<file path="src/rtl/boot_recovery_regs.svh">
/*
 * constants for the boot recovery and automatic boot read block:
 * opcodes, register addresses, field positions, reset values, counts.
 * assumes it is included by bare name after the package.
 */
`ifndef BOOT_RECOVERY_REGS_SVH
`define BOOT_RECOVERY_REGS_SVH

// opcodes of the single-line commands served here
`define OP_READ_STATUS_ONE 8'h05
`define OP_GENERIC_READ 8'h65
`define OP_GENERIC_WRITE 8'h71
`define OP_WRITE_ENABLE 8'h06

// register addresses seen by the generic read and write
`define ADDR_STATUS_ONE 32'h0080_0000
`define ADDR_NV_STATUS 32'h0000_0000
`define ADDR_BOOT_SETUP 32'h0000_0040

// index of the last of four address bytes; register read latency in link cycles
`define ADDR_BYTES 2'd3
`define REG_READ_LATENCY 8'd2

// boot_read_setup field positions
`define BOOT_START_MSB 31
`define BOOT_START_LSB 9
`define BOOT_DELAY_MSB 8
`define BOOT_DELAY_LSB 1
`define BOOT_ENABLE_BIT 0
`define BOOT_SETUP_RESET 32'h0000_0000

// volatile_status_one field positions
`define ST_WP_SELECT 7
`define ST_PROGRAM_ERROR 6
`define ST_ERASE_ERROR 5
`define ST_PROTECT_MSB 4
`define ST_PROTECT_LSB 2
`define ST_WRITE_ENABLE 1
`define ST_READY_BUSY 0

`endif

</file>
<file path="src/rtl/boot_recovery_pkg.sv">
/*
 * types shared by the boot recovery block and its helpers.
 * assumes nothing of its surroundings.
 */
`default_nettype none

package boot_recovery_pkg;

	// fault seen at power-up or reset release
	typedef enum logic [1:0] {
		fault_none,
		fault_init,
		fault_config
	} fault_type;

	// per-frame state of the serial engine
	typedef enum logic [3:0] {
		st_idle,
		st_cmd,
		st_addr,
		st_latency,
		st_data_out,
		st_data_in,
		st_boot_delay,
		st_boot_data,
		st_ignore
	} frame_state_type;

endpackage

`default_nettype wire

</file>
<file path="src/rtl/boot_fault_status.sv">
/*
 * builds the volatile status one byte, forcing the fault signatures.
 * assumes fault is fixed between resets and protection comes from nv state.
 */
`include "boot_recovery_regs.svh"
`default_nettype none

module boot_fault_status (
	// block state
	input wire boot_recovery_pkg::fault_type fault,
	input wire logic [2:0] block_protect_size,
	input wire logic write_enable_latch,
	input wire logic nv_busy,
	// assembled status byte
	output logic [7:0] status_byte
);

	// signatures override the live flags; protection bits always pass
	always_comb begin
		status_byte = 8'h00;
		status_byte[`ST_PROTECT_MSB:`ST_PROTECT_LSB] = block_protect_size;
		unique case (fault)
			boot_recovery_pkg::fault_init: begin
				status_byte[`ST_PROGRAM_ERROR] = 1'b1;
				status_byte[`ST_ERASE_ERROR] = 1'b1;
				status_byte[`ST_READY_BUSY] = 1'b1;
			end
			boot_recovery_pkg::fault_config: begin
				status_byte[`ST_PROGRAM_ERROR] = 1'b1;
				status_byte[`ST_READY_BUSY] = 1'b1;
			end
			boot_recovery_pkg::fault_none: begin
				status_byte[`ST_WRITE_ENABLE] = write_enable_latch;
				status_byte[`ST_READY_BUSY] = nv_busy;
			end
		endcase
	end

endmodule

`default_nettype wire

</file>
<file path="src/rtl/flash_boot_recovery_automatic_boot_read.sv">
/*
 * power-up fault reporting, config recovery and automatic boot read
 * for a serial nor flash, served over single-line spi mode 0.
 * assumes: sck, cs_n and si are pins from the host, sampled on core_clk
 * which runs at least eight times faster than sck; fault inputs and
 * nv_boot_setup are stable at reset release; array_data follows
 * array_addr within two core_clk cycles.
 */
// What this block does
// - init failure: single-line mode, failure signature
// - init signature: bits 6,5,0 set
// - corruption signature: bits 6,0 set, 5 clear
// - init failure: only status and generic reads
// - nv status read in failure is indeterminate
// - reset aborts nv write, back to standby
// - corruption: single-line mode, writes allowed again
// - corruption keeps existing protection scheme
// - corruption: all commands, 4-byte address, 2 latency
// - automatic_boot_read streams data on first frame
// - start page from bits 31:9
// - start delay cycles from bits 8:1
// - no automatic_boot_read under read password protection
`include "boot_recovery_regs.svh"
`default_nettype none

module flash_boot_recovery_automatic_boot_read #(
	parameter int REG_LATENCY = 2
) (
	// clock and reset
	input wire logic core_clk,
	input wire logic rst,
	// serial link pins
	input wire logic sck,
	input wire logic cs_n,
	input wire logic si,
	output logic so_out,
	output logic so_oe,
	// power-up condition from the embedded controller
	input wire logic ctrl_init_failed,
	input wire logic nv_config_corrupt,
	input wire logic [31:0] nv_boot_setup,
	input wire logic [2:0] block_protect_size,
	input wire logic read_password_on,
	// nonvolatile write port
	output logic nv_write_active,
	output logic [31:0] nv_write_data,
	input wire logic nv_write_done,
	// memory array read port
	output logic [31:0] array_addr,
	input wire logic [7:0] array_data,
	// mode report
	output logic single_line_mode,
	output logic boot_read_active
);

	generate
		if (REG_LATENCY < 1 || REG_LATENCY > 255) begin : bad_latency
			$error("REG_LATENCY must be between 1 and 255");
		end
	endgenerate

	localparam logic [7:0] LAT_LAST = 8'(REG_LATENCY - 1);

	logic sck_s, cs_n_s, si_s, sck_prev, sck_rise;
	logic captured, boot_pending, boot_go, byte_done, write_hit;
	logic write_enable_latch, nv_busy;
	boot_recovery_pkg::fault_type fault;
	boot_recovery_pkg::frame_state_type state;
	logic [2:0] bit_cnt;
	logic [1:0] byte_cnt;
	logic [7:0] rx, rx_byte, tx, lat_cnt, cmd, reg_byte, volatile_status_one, boot_delay;
	logic [31:0] addr, boot_read_setup, boot_start;

	// pins cross into core_clk; cs_n idles high
	pin_sync #(
		.WIDTH(3),
		.RESET_VALUE(3'b010)
	) u_pins (
		.core_clk(core_clk),
		.rst(rst),
		.async_in({sck, cs_n, si}),
		.sync_out({sck_s, cs_n_s, si_s})
	);

	// status byte with fault signatures
	boot_fault_status u_status (
		.fault(fault),
		.block_protect_size(block_protect_size),
		.write_enable_latch(write_enable_latch),
		.nv_busy(nv_busy),
		.status_byte(volatile_status_one)
	);

	// sck edge from the synchronised copy only
	always_ff @(posedge core_clk) begin
		if (rst) begin
			sck_prev <= 1'b0;
		end else begin
			sck_prev <= sck_s;
		end
	end

	assign sck_rise = sck_s && !sck_prev;
	assign rx_byte = {rx[6:0], si_s};
	assign byte_done = sck_rise && (bit_cnt == 3'h7) && !cs_n_s;
	assign write_hit = byte_done && (state == boot_recovery_pkg::st_data_in);

	// start page aligned to 512 bytes
	assign boot_start = {boot_read_setup[`BOOT_START_MSB:`BOOT_START_LSB], 9'h000};
	assign boot_delay = boot_read_setup[`BOOT_DELAY_MSB:`BOOT_DELAY_LSB];

	assign boot_go = boot_pending && boot_read_setup[`BOOT_ENABLE_BIT] && !read_password_on
		&& (fault == boot_recovery_pkg::fault_none);

	// fault is caught once after reset release, never self-cleared
	always_ff @(posedge core_clk) begin
		if (rst) begin
			captured <= 1'b0;
			fault <= boot_recovery_pkg::fault_none;
		end else if (!captured) begin
			captured <= 1'b1;
			// only a reset leaves a fault
			if (ctrl_init_failed) begin
				fault <= boot_recovery_pkg::fault_init;
			end else if (nv_config_corrupt) begin
				fault <= boot_recovery_pkg::fault_config;
			end
		end
	end

	assign single_line_mode = (fault != boot_recovery_pkg::fault_none);

	// generic read data; unknown addresses read zero
	always_comb begin
		reg_byte = 8'h00;
		if (addr == `ADDR_STATUS_ONE) begin
			reg_byte = volatile_status_one;
		end else if (addr == `ADDR_NV_STATUS) begin
			reg_byte = 8'h00;
		end else if (addr[31:2] == `ADDR_BOOT_SETUP >> 2
			&& fault != boot_recovery_pkg::fault_init) begin
			// failure state exposes volatile status only
			reg_byte = boot_read_setup[{addr[1:0], 3'h0} +: 8];
		end
	end

	// serial frame engine: idle is left on core_clk at frame start, later states change on sck rising edges
	always_ff @(posedge core_clk) begin
		if (rst) begin
			state <= boot_recovery_pkg::st_idle;
			bit_cnt <= 3'h0;
			byte_cnt <= 2'h0;
			rx <= 8'h00;
			tx <= 8'h00;
			lat_cnt <= 8'h00;
			cmd <= 8'h00;
			addr <= 32'h0000_0000;
			array_addr <= 32'h0000_0000;
			boot_pending <= 1'b1;
		end else if (cs_n_s) begin
			// frame end; automatic_boot_read is offered on the first frame only
			if (state != boot_recovery_pkg::st_idle) begin
				boot_pending <= 1'b0;
			end
			state <= boot_recovery_pkg::st_idle;
			bit_cnt <= 3'h0;
			array_addr <= boot_start;
		end else if (state == boot_recovery_pkg::st_idle) begin
			bit_cnt <= 3'h0;
			byte_cnt <= 2'h0;
			lat_cnt <= 8'h00;
			if (!captured) begin
				state <= boot_recovery_pkg::st_idle;
			end else if (boot_go && boot_delay == 8'h00) begin
				// no command, data from the first edge
				state <= boot_recovery_pkg::st_boot_data;
				tx <= array_data;
				array_addr <= array_addr + 32'h1;
			end else if (boot_go) begin
				state <= boot_recovery_pkg::st_boot_delay;
			end else begin
				state <= boot_recovery_pkg::st_cmd;
			end
		end else if (sck_rise) begin
			rx <= rx_byte;
			bit_cnt <= bit_cnt + 3'h1;
			unique case (state)
				boot_recovery_pkg::st_cmd: begin
					if (bit_cnt == 3'h7) begin
						cmd <= rx_byte;
						byte_cnt <= 2'h0;
						if (rx_byte == `OP_READ_STATUS_ONE) begin
							state <= boot_recovery_pkg::st_data_out;
							tx <= volatile_status_one;
						end else if (rx_byte == `OP_GENERIC_READ) begin
							state <= boot_recovery_pkg::st_addr;
						end else if (rx_byte == `OP_GENERIC_WRITE
							&& fault != boot_recovery_pkg::fault_init) begin
							state <= boot_recovery_pkg::st_addr;
						end else begin
							state <= boot_recovery_pkg::st_ignore;
						end
					end
				end
				boot_recovery_pkg::st_addr: begin
					if (bit_cnt == 3'h7) begin
						addr <= {addr[23:0], rx_byte};
						byte_cnt <= byte_cnt + 2'h1;
						if (byte_cnt == `ADDR_BYTES) begin
							if (cmd == `OP_GENERIC_READ) begin
								state <= boot_recovery_pkg::st_latency;
							end else begin
								state <= boot_recovery_pkg::st_data_in;
							end
						end
					end
				end
				boot_recovery_pkg::st_latency: begin
					// REG_LATENCY latency cycles before register data
					bit_cnt <= 3'h0;
					lat_cnt <= lat_cnt + 8'h1;
					if (lat_cnt == LAT_LAST) begin
						state <= boot_recovery_pkg::st_data_out;
						tx <= reg_byte;
					end
				end
				boot_recovery_pkg::st_data_out: begin
					// status polls repeat; register reads repeat the address
					if (bit_cnt == 3'h7) begin
						if (cmd == `OP_READ_STATUS_ONE) begin
							tx <= volatile_status_one;
						end else begin
							tx <= reg_byte;
						end
					end
				end
				boot_recovery_pkg::st_data_in: begin
					if (bit_cnt == 3'h7) begin
						state <= boot_recovery_pkg::st_ignore;
					end
				end
				boot_recovery_pkg::st_boot_delay: begin
					bit_cnt <= 3'h0;
					lat_cnt <= lat_cnt + 8'h1;
					if (lat_cnt == boot_delay - 8'h1) begin
						state <= boot_recovery_pkg::st_boot_data;
						tx <= array_data;
						array_addr <= array_addr + 32'h1;
					end
				end
				boot_recovery_pkg::st_boot_data: begin
					if (bit_cnt == 3'h7) begin
						tx <= array_data;
						array_addr <= array_addr + 32'h1;
					end
				end
				boot_recovery_pkg::st_idle, boot_recovery_pkg::st_ignore: begin
					byte_cnt <= byte_cnt;
				end
			endcase
		end
	end

	// output bit follows the bit counter; host samples on the next rise
	always_ff @(posedge core_clk) begin
		if (rst) begin
			so_out <= 1'b0;
			so_oe <= 1'b0;
			boot_read_active <= 1'b0;
		end else begin
			so_out <= tx[~bit_cnt];
			so_oe <= !cs_n_s && (state == boot_recovery_pkg::st_data_out
				|| state == boot_recovery_pkg::st_boot_data);
			boot_read_active <= !cs_n_s && (state == boot_recovery_pkg::st_boot_delay
				|| state == boot_recovery_pkg::st_boot_data);
		end
	end

	// write enable latch and nonvolatile write of boot_read_setup
	always_ff @(posedge core_clk) begin
		if (rst) begin
			// reset aborts any nv write in flight
			write_enable_latch <= 1'b0;
			nv_busy <= 1'b0;
			nv_write_data <= 32'h0000_0000;
			boot_read_setup <= `BOOT_SETUP_RESET;
		end else if (!captured) begin
			boot_read_setup <= nv_boot_setup;
		end else begin
			if (nv_busy && nv_write_done) begin
				nv_busy <= 1'b0;
			end
			if (byte_done && state == boot_recovery_pkg::st_cmd
				&& rx_byte == `OP_WRITE_ENABLE
				&& fault != boot_recovery_pkg::fault_init) begin
				write_enable_latch <= 1'b1;
			end
			// config may be rewritten after corruption
			// the read_password_on input still gates the write, block_protect_size does not
			if (write_hit && write_enable_latch && !nv_busy && !read_password_on) begin
				write_enable_latch <= 1'b0;
				if (addr[31:2] == `ADDR_BOOT_SETUP >> 2) begin
					boot_read_setup[{addr[1:0], 3'h0} +: 8] <= rx_byte;
					nv_write_data <= boot_read_setup;
					nv_write_data[{addr[1:0], 3'h0} +: 8] <= rx_byte;
					nv_busy <= 1'b1;
				end
			end
		end
	end

	assign nv_write_active = nv_busy;

endmodule

`default_nettype wire

</file>
<file path="src/rtl/pin_sync.sv">
/*
 * two flip-flop synchroniser for a group of pins.
 * assumes the pins are quasi-static against core_clk and reset is synchronous.
 */
`default_nettype none

module pin_sync #(
	parameter int WIDTH = 1,
	parameter logic [WIDTH-1:0] RESET_VALUE = '0
) (
	// clock and reset
	input wire logic core_clk,
	input wire logic rst,
	// pins and their synchronised copy
	input wire logic [WIDTH-1:0] async_in,
	output logic [WIDTH-1:0] sync_out
);

	logic [WIDTH-1:0] meta;

	generate
		if (WIDTH < 1) begin : bad_width
			$error("pin_sync width must be at least one");
		end
	endgenerate

	// first stage feeds the second only
	always_ff @(posedge core_clk) begin
		if (rst) begin
			meta <= RESET_VALUE;
			sync_out <= RESET_VALUE;
		end else begin
			meta <= async_in;
			sync_out <= meta;
		end
	end

endmodule

`default_nettype wire
</file>
<file path="config.mk">
export PLATFORM = sky130hd
export DESIGN_NAME = flash_boot_recovery_automatic_boot_read
export DESIGN_NICKNAME = d
export VERILOG_FILES = /design/src/rtl/boot_recovery_pkg.sv /design/src/rtl/boot_fault_status.sv /design/src/rtl/flash_boot_recovery_automatic_boot_read.sv /design/src/rtl/pin_sync.sv
export VERILOG_INCLUDE_DIRS = /design/src /design/src/rtl
export SDC_FILE = /design/constraint.sdc
export NUM_CORES = 1
export LEC_CHECK = 0
export BUFFER_PORTS_ARGS = -buffer_cell sky130_fd_sc_hd__buf_2
export CORE_ASPECT_RATIO = 0.75
export CORE_MARGIN = 5
export CORE_UTILIZATION = 55
export DETAILED_ROUTE_END_ITERATION = 16
export PLACE_DENSITY_LB_ADDON = 0.2
export SKIP_CTS_REPAIR_TIMING = 1
export SLEW_MARGIN = 25
export SYNTH_ARGS = -nofsm -noshare
export SYNTH_HDL_FRONTEND = slang
export SYNTH_HIERARCHICAL = 1
export SYNTH_SLANG_ARGS = --single-unit
</file>
<file path="constraint.sdc">
create_clock -name core_clk -period 3.7 [get_ports core_clk]
set_input_delay 0.185 -clock core_clk [delete_from_list [all_inputs] [get_ports core_clk]]
set_output_delay 0.185 -clock core_clk [all_outputs]
set_load 0.05 [all_outputs]
</file>
# After elaboration in Yosys (flattened, before gate mapping)
# Cells that the tools add are included.
# word_totals
reg_bits	184
in_bits	52
output_inout_bits	69
wordCells	201
# classes
addsub	6
order_cmp	1
n_eq_ne	39
n_shift	3
n_mux	66
bitwise	4
reduce_logical	59
# ops
operator	count
32-bit 2-to-1 mux	10
8-bit 2-to-1 mux	17
32-bit one-hot mux with 2 select lines	1
4-bit 2-to-1 mux	11
8-bit one-hot mux with 5 select lines	1
32-bit by 1-bit adder with 32-bit output (second input constant)	1
32-bit bitwise mux	1
32-bit by 24-bit == test with 1-bit output (second input constant)	1
32-bit logical NOT	1
8-bit by 7-bit variable shift with 32-bit output (first input constant)	1
32-bit by 6-bit variable part select with 8-bit output	1
8-bit by 7-bit variable part select with 32-bit output	1
30-bit by 5-bit == test with 1-bit output (second input constant)	1
8-bit by 3-bit == test with 1-bit output (second input constant)	3
8-bit by 7-bit == test with 1-bit output (second input constant)	3
3-bit != test (second input constant)	8
4-bit one-hot mux with 5 select lines	1
1-bit logical AND	19
4-bit by 3-bit == test with 1-bit output (second input constant)	4
3-bit 2-to-1 mux	5
5-bit AND reduction	3
2-bit 2-to-1 mux	6
6-bit AND reduction	2
6-bit nonzero test	2
other kinds (38)	74

# Depth between registers and ports, before layout
# logic_depth
word_depth	10
mapped_depth	12

# Hierarchy
# The synthesis kept the hierarchy.
# modules_own_cells
mod	n_inst	cells_each	area_per_inst_um2	seq_area_each_um2
flash_boot_recovery_automatic_boot_read	1	1190	9542.9	3563.4
pin_sync	1	12	157.7	120.1
boot_fault_status	1	11	78.8	0.0

# Worst setup path after synthesis
# Ideal clock, no wire load.
# synth_path
kind	register to register
start	reg boot_read_setup[1]
end	reg tx[0]
t_arrival_ns	2.705
slack_ns	0.873
stages_incl_launch_ff	12
n_path_buf	2
synth_period_minus_slack_ns	2.827
path_cell_list	dfxtp_1 > inv_1 > ha_1 > buf_2 > o21ba_1 > a221oi_1 > a41o_1 > o2111ai_2 > a21o_1 > or4_4 > buf_6 > mux2_4
# synth_between
elab_chain_cells	4
elab_cells_between_ends	7
cone_classes	1 x add/sub; 3 x eq/ne; 3 x reduce/logical
# synth_rtl
item	line_no	source
start: declaration	flash_boot_recovery_automatic_boot_read.sv:72	logic [31:0] addr, boot_read_setup, boot_start;
start signal: assignment	flash_boot_recovery_automatic_boot_read.sv:286	boot_read_setup <= `BOOT_SETUP_RESET;
start signal: assignment	flash_boot_recovery_automatic_boot_read.sv:288	boot_read_setup <= nv_boot_setup;
start signal: indexed assignment	flash_boot_recovery_automatic_boot_read.sv:303	boot_read_setup[{addr[1:0], 3'h0} +: 8] <= rx_byte;
8-bit by 1-bit subtractor with 8-bit output / 8-bit logical NOT (equally long branches)	flash_boot_recovery_automatic_boot_read.sv:245, flash_boot_recovery_automatic_boot_read.sv:174	
8-bit == test / 1-bit logical AND (equally long branches)	flash_boot_recovery_automatic_boot_read.sv:245, flash_boot_recovery_automatic_boot_read.sv:174	
3-bit != test (no source line) / 2-bit by 1-bit != test with 1-bit output (equally long branches)	n/a	
11-bit AND reduction (no source line) (*)	n/a	
end signal: assignment	flash_boot_recovery_automatic_boot_read.sv:233	tx <= reg_byte;
end signal: assignment	flash_boot_recovery_automatic_boot_read.sv:247	tx <= array_data;
end signal: assignment	flash_boot_recovery_automatic_boot_read.sv:253	tx <= array_data;
end: declaration	flash_boot_recovery_automatic_boot_read.sv:71	logic [7:0] rx, rx_byte, tx, lat_cnt, cmd, reg_byte, volatile_status_one, boot_delay;
# Every way passes the cells marked *; elsewhere a longest branch is shown, timed or not.
# A chain may end at the register's enable or synchronous reset.

# Worst setup path after layout
# layout_path
start	reg boot_read_setup[1]
end	reg tx[1]
# layout_between
elab_chain_cells	9
elab_cells_between_ends	17
cone_classes	1 x add/sub; 3 x eq/ne; 1 x shift; 9 x mux; 3 x reduce/logical
# layout_rtl
item	line_no	source
32-bit by 6-bit variable part select with 8-bit output	flash_boot_recovery_automatic_boot_read.sv:143	reg_byte = boot_read_setup[{addr[1:0], 3'h0} +: 8];
8-bit 2-to-1 mux	flash_boot_recovery_automatic_boot_read.sv:140	end else if (addr[31:2] == `ADDR_BOOT_SETUP >> 2
8-bit 2-to-1 mux	flash_boot_recovery_automatic_boot_read.sv:138	end else if (addr == `ADDR_NV_STATUS) begin
8-bit 2-to-1 mux	flash_boot_recovery_automatic_boot_read.sv:136	if (addr == `ADDR_STATUS_ONE) begin
8-bit 2-to-1 mux	flash_boot_recovery_automatic_boot_read.sv:230	if (cmd == `OP_READ_STATUS_ONE) begin
8-bit 2-to-1 mux	flash_boot_recovery_automatic_boot_read.sv:229	if (bit_cnt == 3'h7) begin
8-bit one-hot mux with 5 select lines	flash_boot_recovery_automatic_boot_read.sv:187	unique case (state)
8-bit 2-to-1 mux	flash_boot_recovery_automatic_boot_read.sv:184	end else if (sck_rise) begin
8-bit 2-to-1 mux	flash_boot_recovery_automatic_boot_read.sv:168	end else if (state == boot_recovery_pkg::st_idle) begin
end signal: assignment	flash_boot_recovery_automatic_boot_read.sv:194	tx <= volatile_status_one;
end signal: assignment	flash_boot_recovery_automatic_boot_read.sv:231	tx <= volatile_status_one;
end signal: assignment	flash_boot_recovery_automatic_boot_read.sv:233	
# Several ways; a longest one is shown, not always the timed one. The select of a mux whose other input is x is not followed.

==> results.yml <==
status:
  status: "finished with violations"
  violations: "hold timing"
global_routing:
  grt_max_degree: 87
  grt_usage_pct: 27.84
  antenna_found_initial: 0
  grt_pass1_wl_mm: 46.04
  grt_pass1_vias: 8444
  grt.overflow.total: 0
cts:
  cts-root-buf: "clkbuf_16"
  cts.sinks: 184
  clk_latency_ps: 440
  cts_buffers: 17
  cts_tree: "done"
  cts_max_path_buffers: 2
  htreeDepth: 4
  clk_pin_slew_ps: 70
floorplanning:
  die_w_um: 164.0
  placementRows: 42
  ioPinCount: 121
  die_y_um: 125.5
  core_mm2: 0.01755
  start_util_pct: 55.72
  die-area_mm2: 0.02058
timing:
  fin_crit_sh_pct: 81.88
  min_period_ps: 3030
  slew_headroom_pct: 36.31
  tightest_slew_ps: 955.3
  finalSetupViolations: 0
  hold_viol_final: 10
  hold_ws_ps: -11.96
  fin_skew_ps: 13.23
  fmax_mhz: 330.1
  final-max-slew-violation-count: 0
  grt_setup_unrepaired: "false"
  tns_ps: 0
  setup_slack_ps: 670.4
logic_synthesis:
  synthMostInstantiatedCell: "dfxtp_1"
  synth_cells: 1213
  synth_edf_count: 0
  synth_common_cells: "184 x dfxtp_1, 173 x nor2_1, 120 x nand2_1"
  synth_top_area_share_pct: 37.67
  synth.avg_cell_area_um2: 8.062
  yosysTopAreaCell: "dfxtp_1"
  ys_seq_area_share_pct: 37.67
  synth_cell_types: 79
  synth-seq-cells: 184
  synth_area_mm2: 0.009779
  dominantRegCellSynth: "dfxtp_1"
  async_flop_share_pct: 0
  yosysWarningCount: 6
  synthTopCellsByArea: "dfxtp_1 38%, nor2_1 6.6%, a21oi_1 6.1%"
  synth_nets: 1278
critical_path:
  crit_type: "flop to flop"
  worst_setup_path_end_kind: "flop"
  crit_arrival_ps: 3350
  crit-reg2reg-launch: "boot_read_setup[1]"
  critPathLaunchType: "flop"
  r2r_setup_slack_ps: 670
  cp_max_fo: 8
  required_ps: 4020
  reg2reg_depth: 9
  reg2reg_to: "tx[1]"
power:
  power_mw: 4.263
  p_leak_nw: 4.413
  p_per_area_mw_per_mm2: 381.1
  ir_drop_mv: 0.1979
cells_and_area:
  layout.cells.non_filler: 1548
  final_core_util_pct: 63.73
  diodes: 0
  syn_to_final_growth_pct: 14.38
  nets: 1358
  drive_gt1_share_pct: 16.77
  fin_area_mm2: 0.01119
detailed_routing:
  vias: 9264
  via_per_inst: 5.984
  totalWireLength_mm: 29.29
  routedWlPerCell_um: 18.92
  drc: 0
  dr.first_iter.drc_count: 1176
  detail-route-antenna-nets: 0
  drtPass1Iterations: 7
placement:
  port_buffers: 120
  dpl.hpwl_mm: 20.65
  place_congestion: 0.9765
  place_inst: 1508
  post-place-ws_ps: 694.8
  post_dp_cell_area_mm2: 0.01052
worst_hold_path:
  hold_path_class: "input port to flop"
  hold_start: "nv_boot_setup[6]"
  hold_end: "boot_read_setup[6]"
  holdPathStages: 3
flow_run:
  cap_violations: 0
==> critical path, stage by stage, from the launching register on <==
cell and delay (ps):
dfxtp_1 440, inv_1 110, ha_1 320, o21ba_1 200
a221oi_1 290, a41o_1 150, o2111ai_2 200, a21o_1 260
or4_4 630, mux2_4 330
==> state kept, by name, summed over array words and instances (netlist names), 2 cells and up <==
signal           count
addr                32
array_addr          32
bit_cnt              3
boot_read_setup     32
byte_cnt             2
cmd                  8
fault                2
lat_cnt              8
nv_write_data       32
rx                   7
state                4
tx                   8
u_pins/meta          3
u_pins/sync_out      3
==> worst max-delay path by stage <==
stage / from / slack [ps] / cells after the start / endpoint
final: boot_read_setup[1] / 670 / 9 / tx[1]
after detailed placement: boot_read_setup[1] / 690 / 9 / tx[4]
after global placement: boot_read_setup[1] / 710 / 9 / tx[7]
after CTS: boot_read_setup[1] / 670 / 9 / tx[1]
after floorplan: boot_read_setup[1] / 870 / 11 / tx[0]
after global routing: boot_read_setup[1] / 440 / 10 / array_addr[17]
==> kinds of logic after synthesis <==
group / after synthesis / share of synthesized area [%]
adder cells (fa/ha/maj): 14 / 1.766
XOR/XNOR: 19 / 1.702
flip-flops: 184 / 37.67
AO/OA/AOI/OAI: 294 / 19.35
other: 1 / 0.03835
buffers and inverters: 119 / 5.041
multiplexers: 72 / 9.071
AND/OR/NAND/NOR: 510 / 25.37
==> power breakdown <==
| part | internal, mW | switching, mW |
|---|---|---|
| Clock | 0.966 | 0.847 |
| Sequential | 2.02 | 0.0594 |
| Combinational | 0.141 | 0.232 |
| Total | 3.13 | 1.14 |
==> cell type report <==
cell class                      count  area [um^2]
Timing Repair Buffer              155        898.4
Clock buffer                       19        442.9
Tap cell                          242        302.8
Sequential cell                   184         3685
Clock inverter                     13        141.4
Inverter                           25        93.84
Multi-Input combinational cell    910         5622
Fill cell                        1565         6366
==> per-layer routing <==
layer  up-vias  global-route usage, %  share of wire, %
met5         -                      0                 0
met4         0                  6.953               1.3
met3        34                  6.151               8.1
met2       400                  41.12                44
met1      4320                  41.29                46
li1       4510                      -                 -
==> placed cells by master, fill, tap and decap left out, drive strengths merged, types with 9 or more instances in the layout <==
master and instances:
a211oi 42, a21oi 119, a311oi 12, a31oi 12, and3 14, buf 147, clkbuf 19, dfxtp 184
ha 13, inv 29, mux2 9, mux2i 53, mux4 10, nand2 120, nand3 40, nand4 20
nor2 173, nor2b 49, nor3 20, nor4 17, nor4b 9, o21ai 41, o311ai 13, or2 11
or4 10, xnor2 11
No activity file was read; power rests on OpenSTA's default activity.
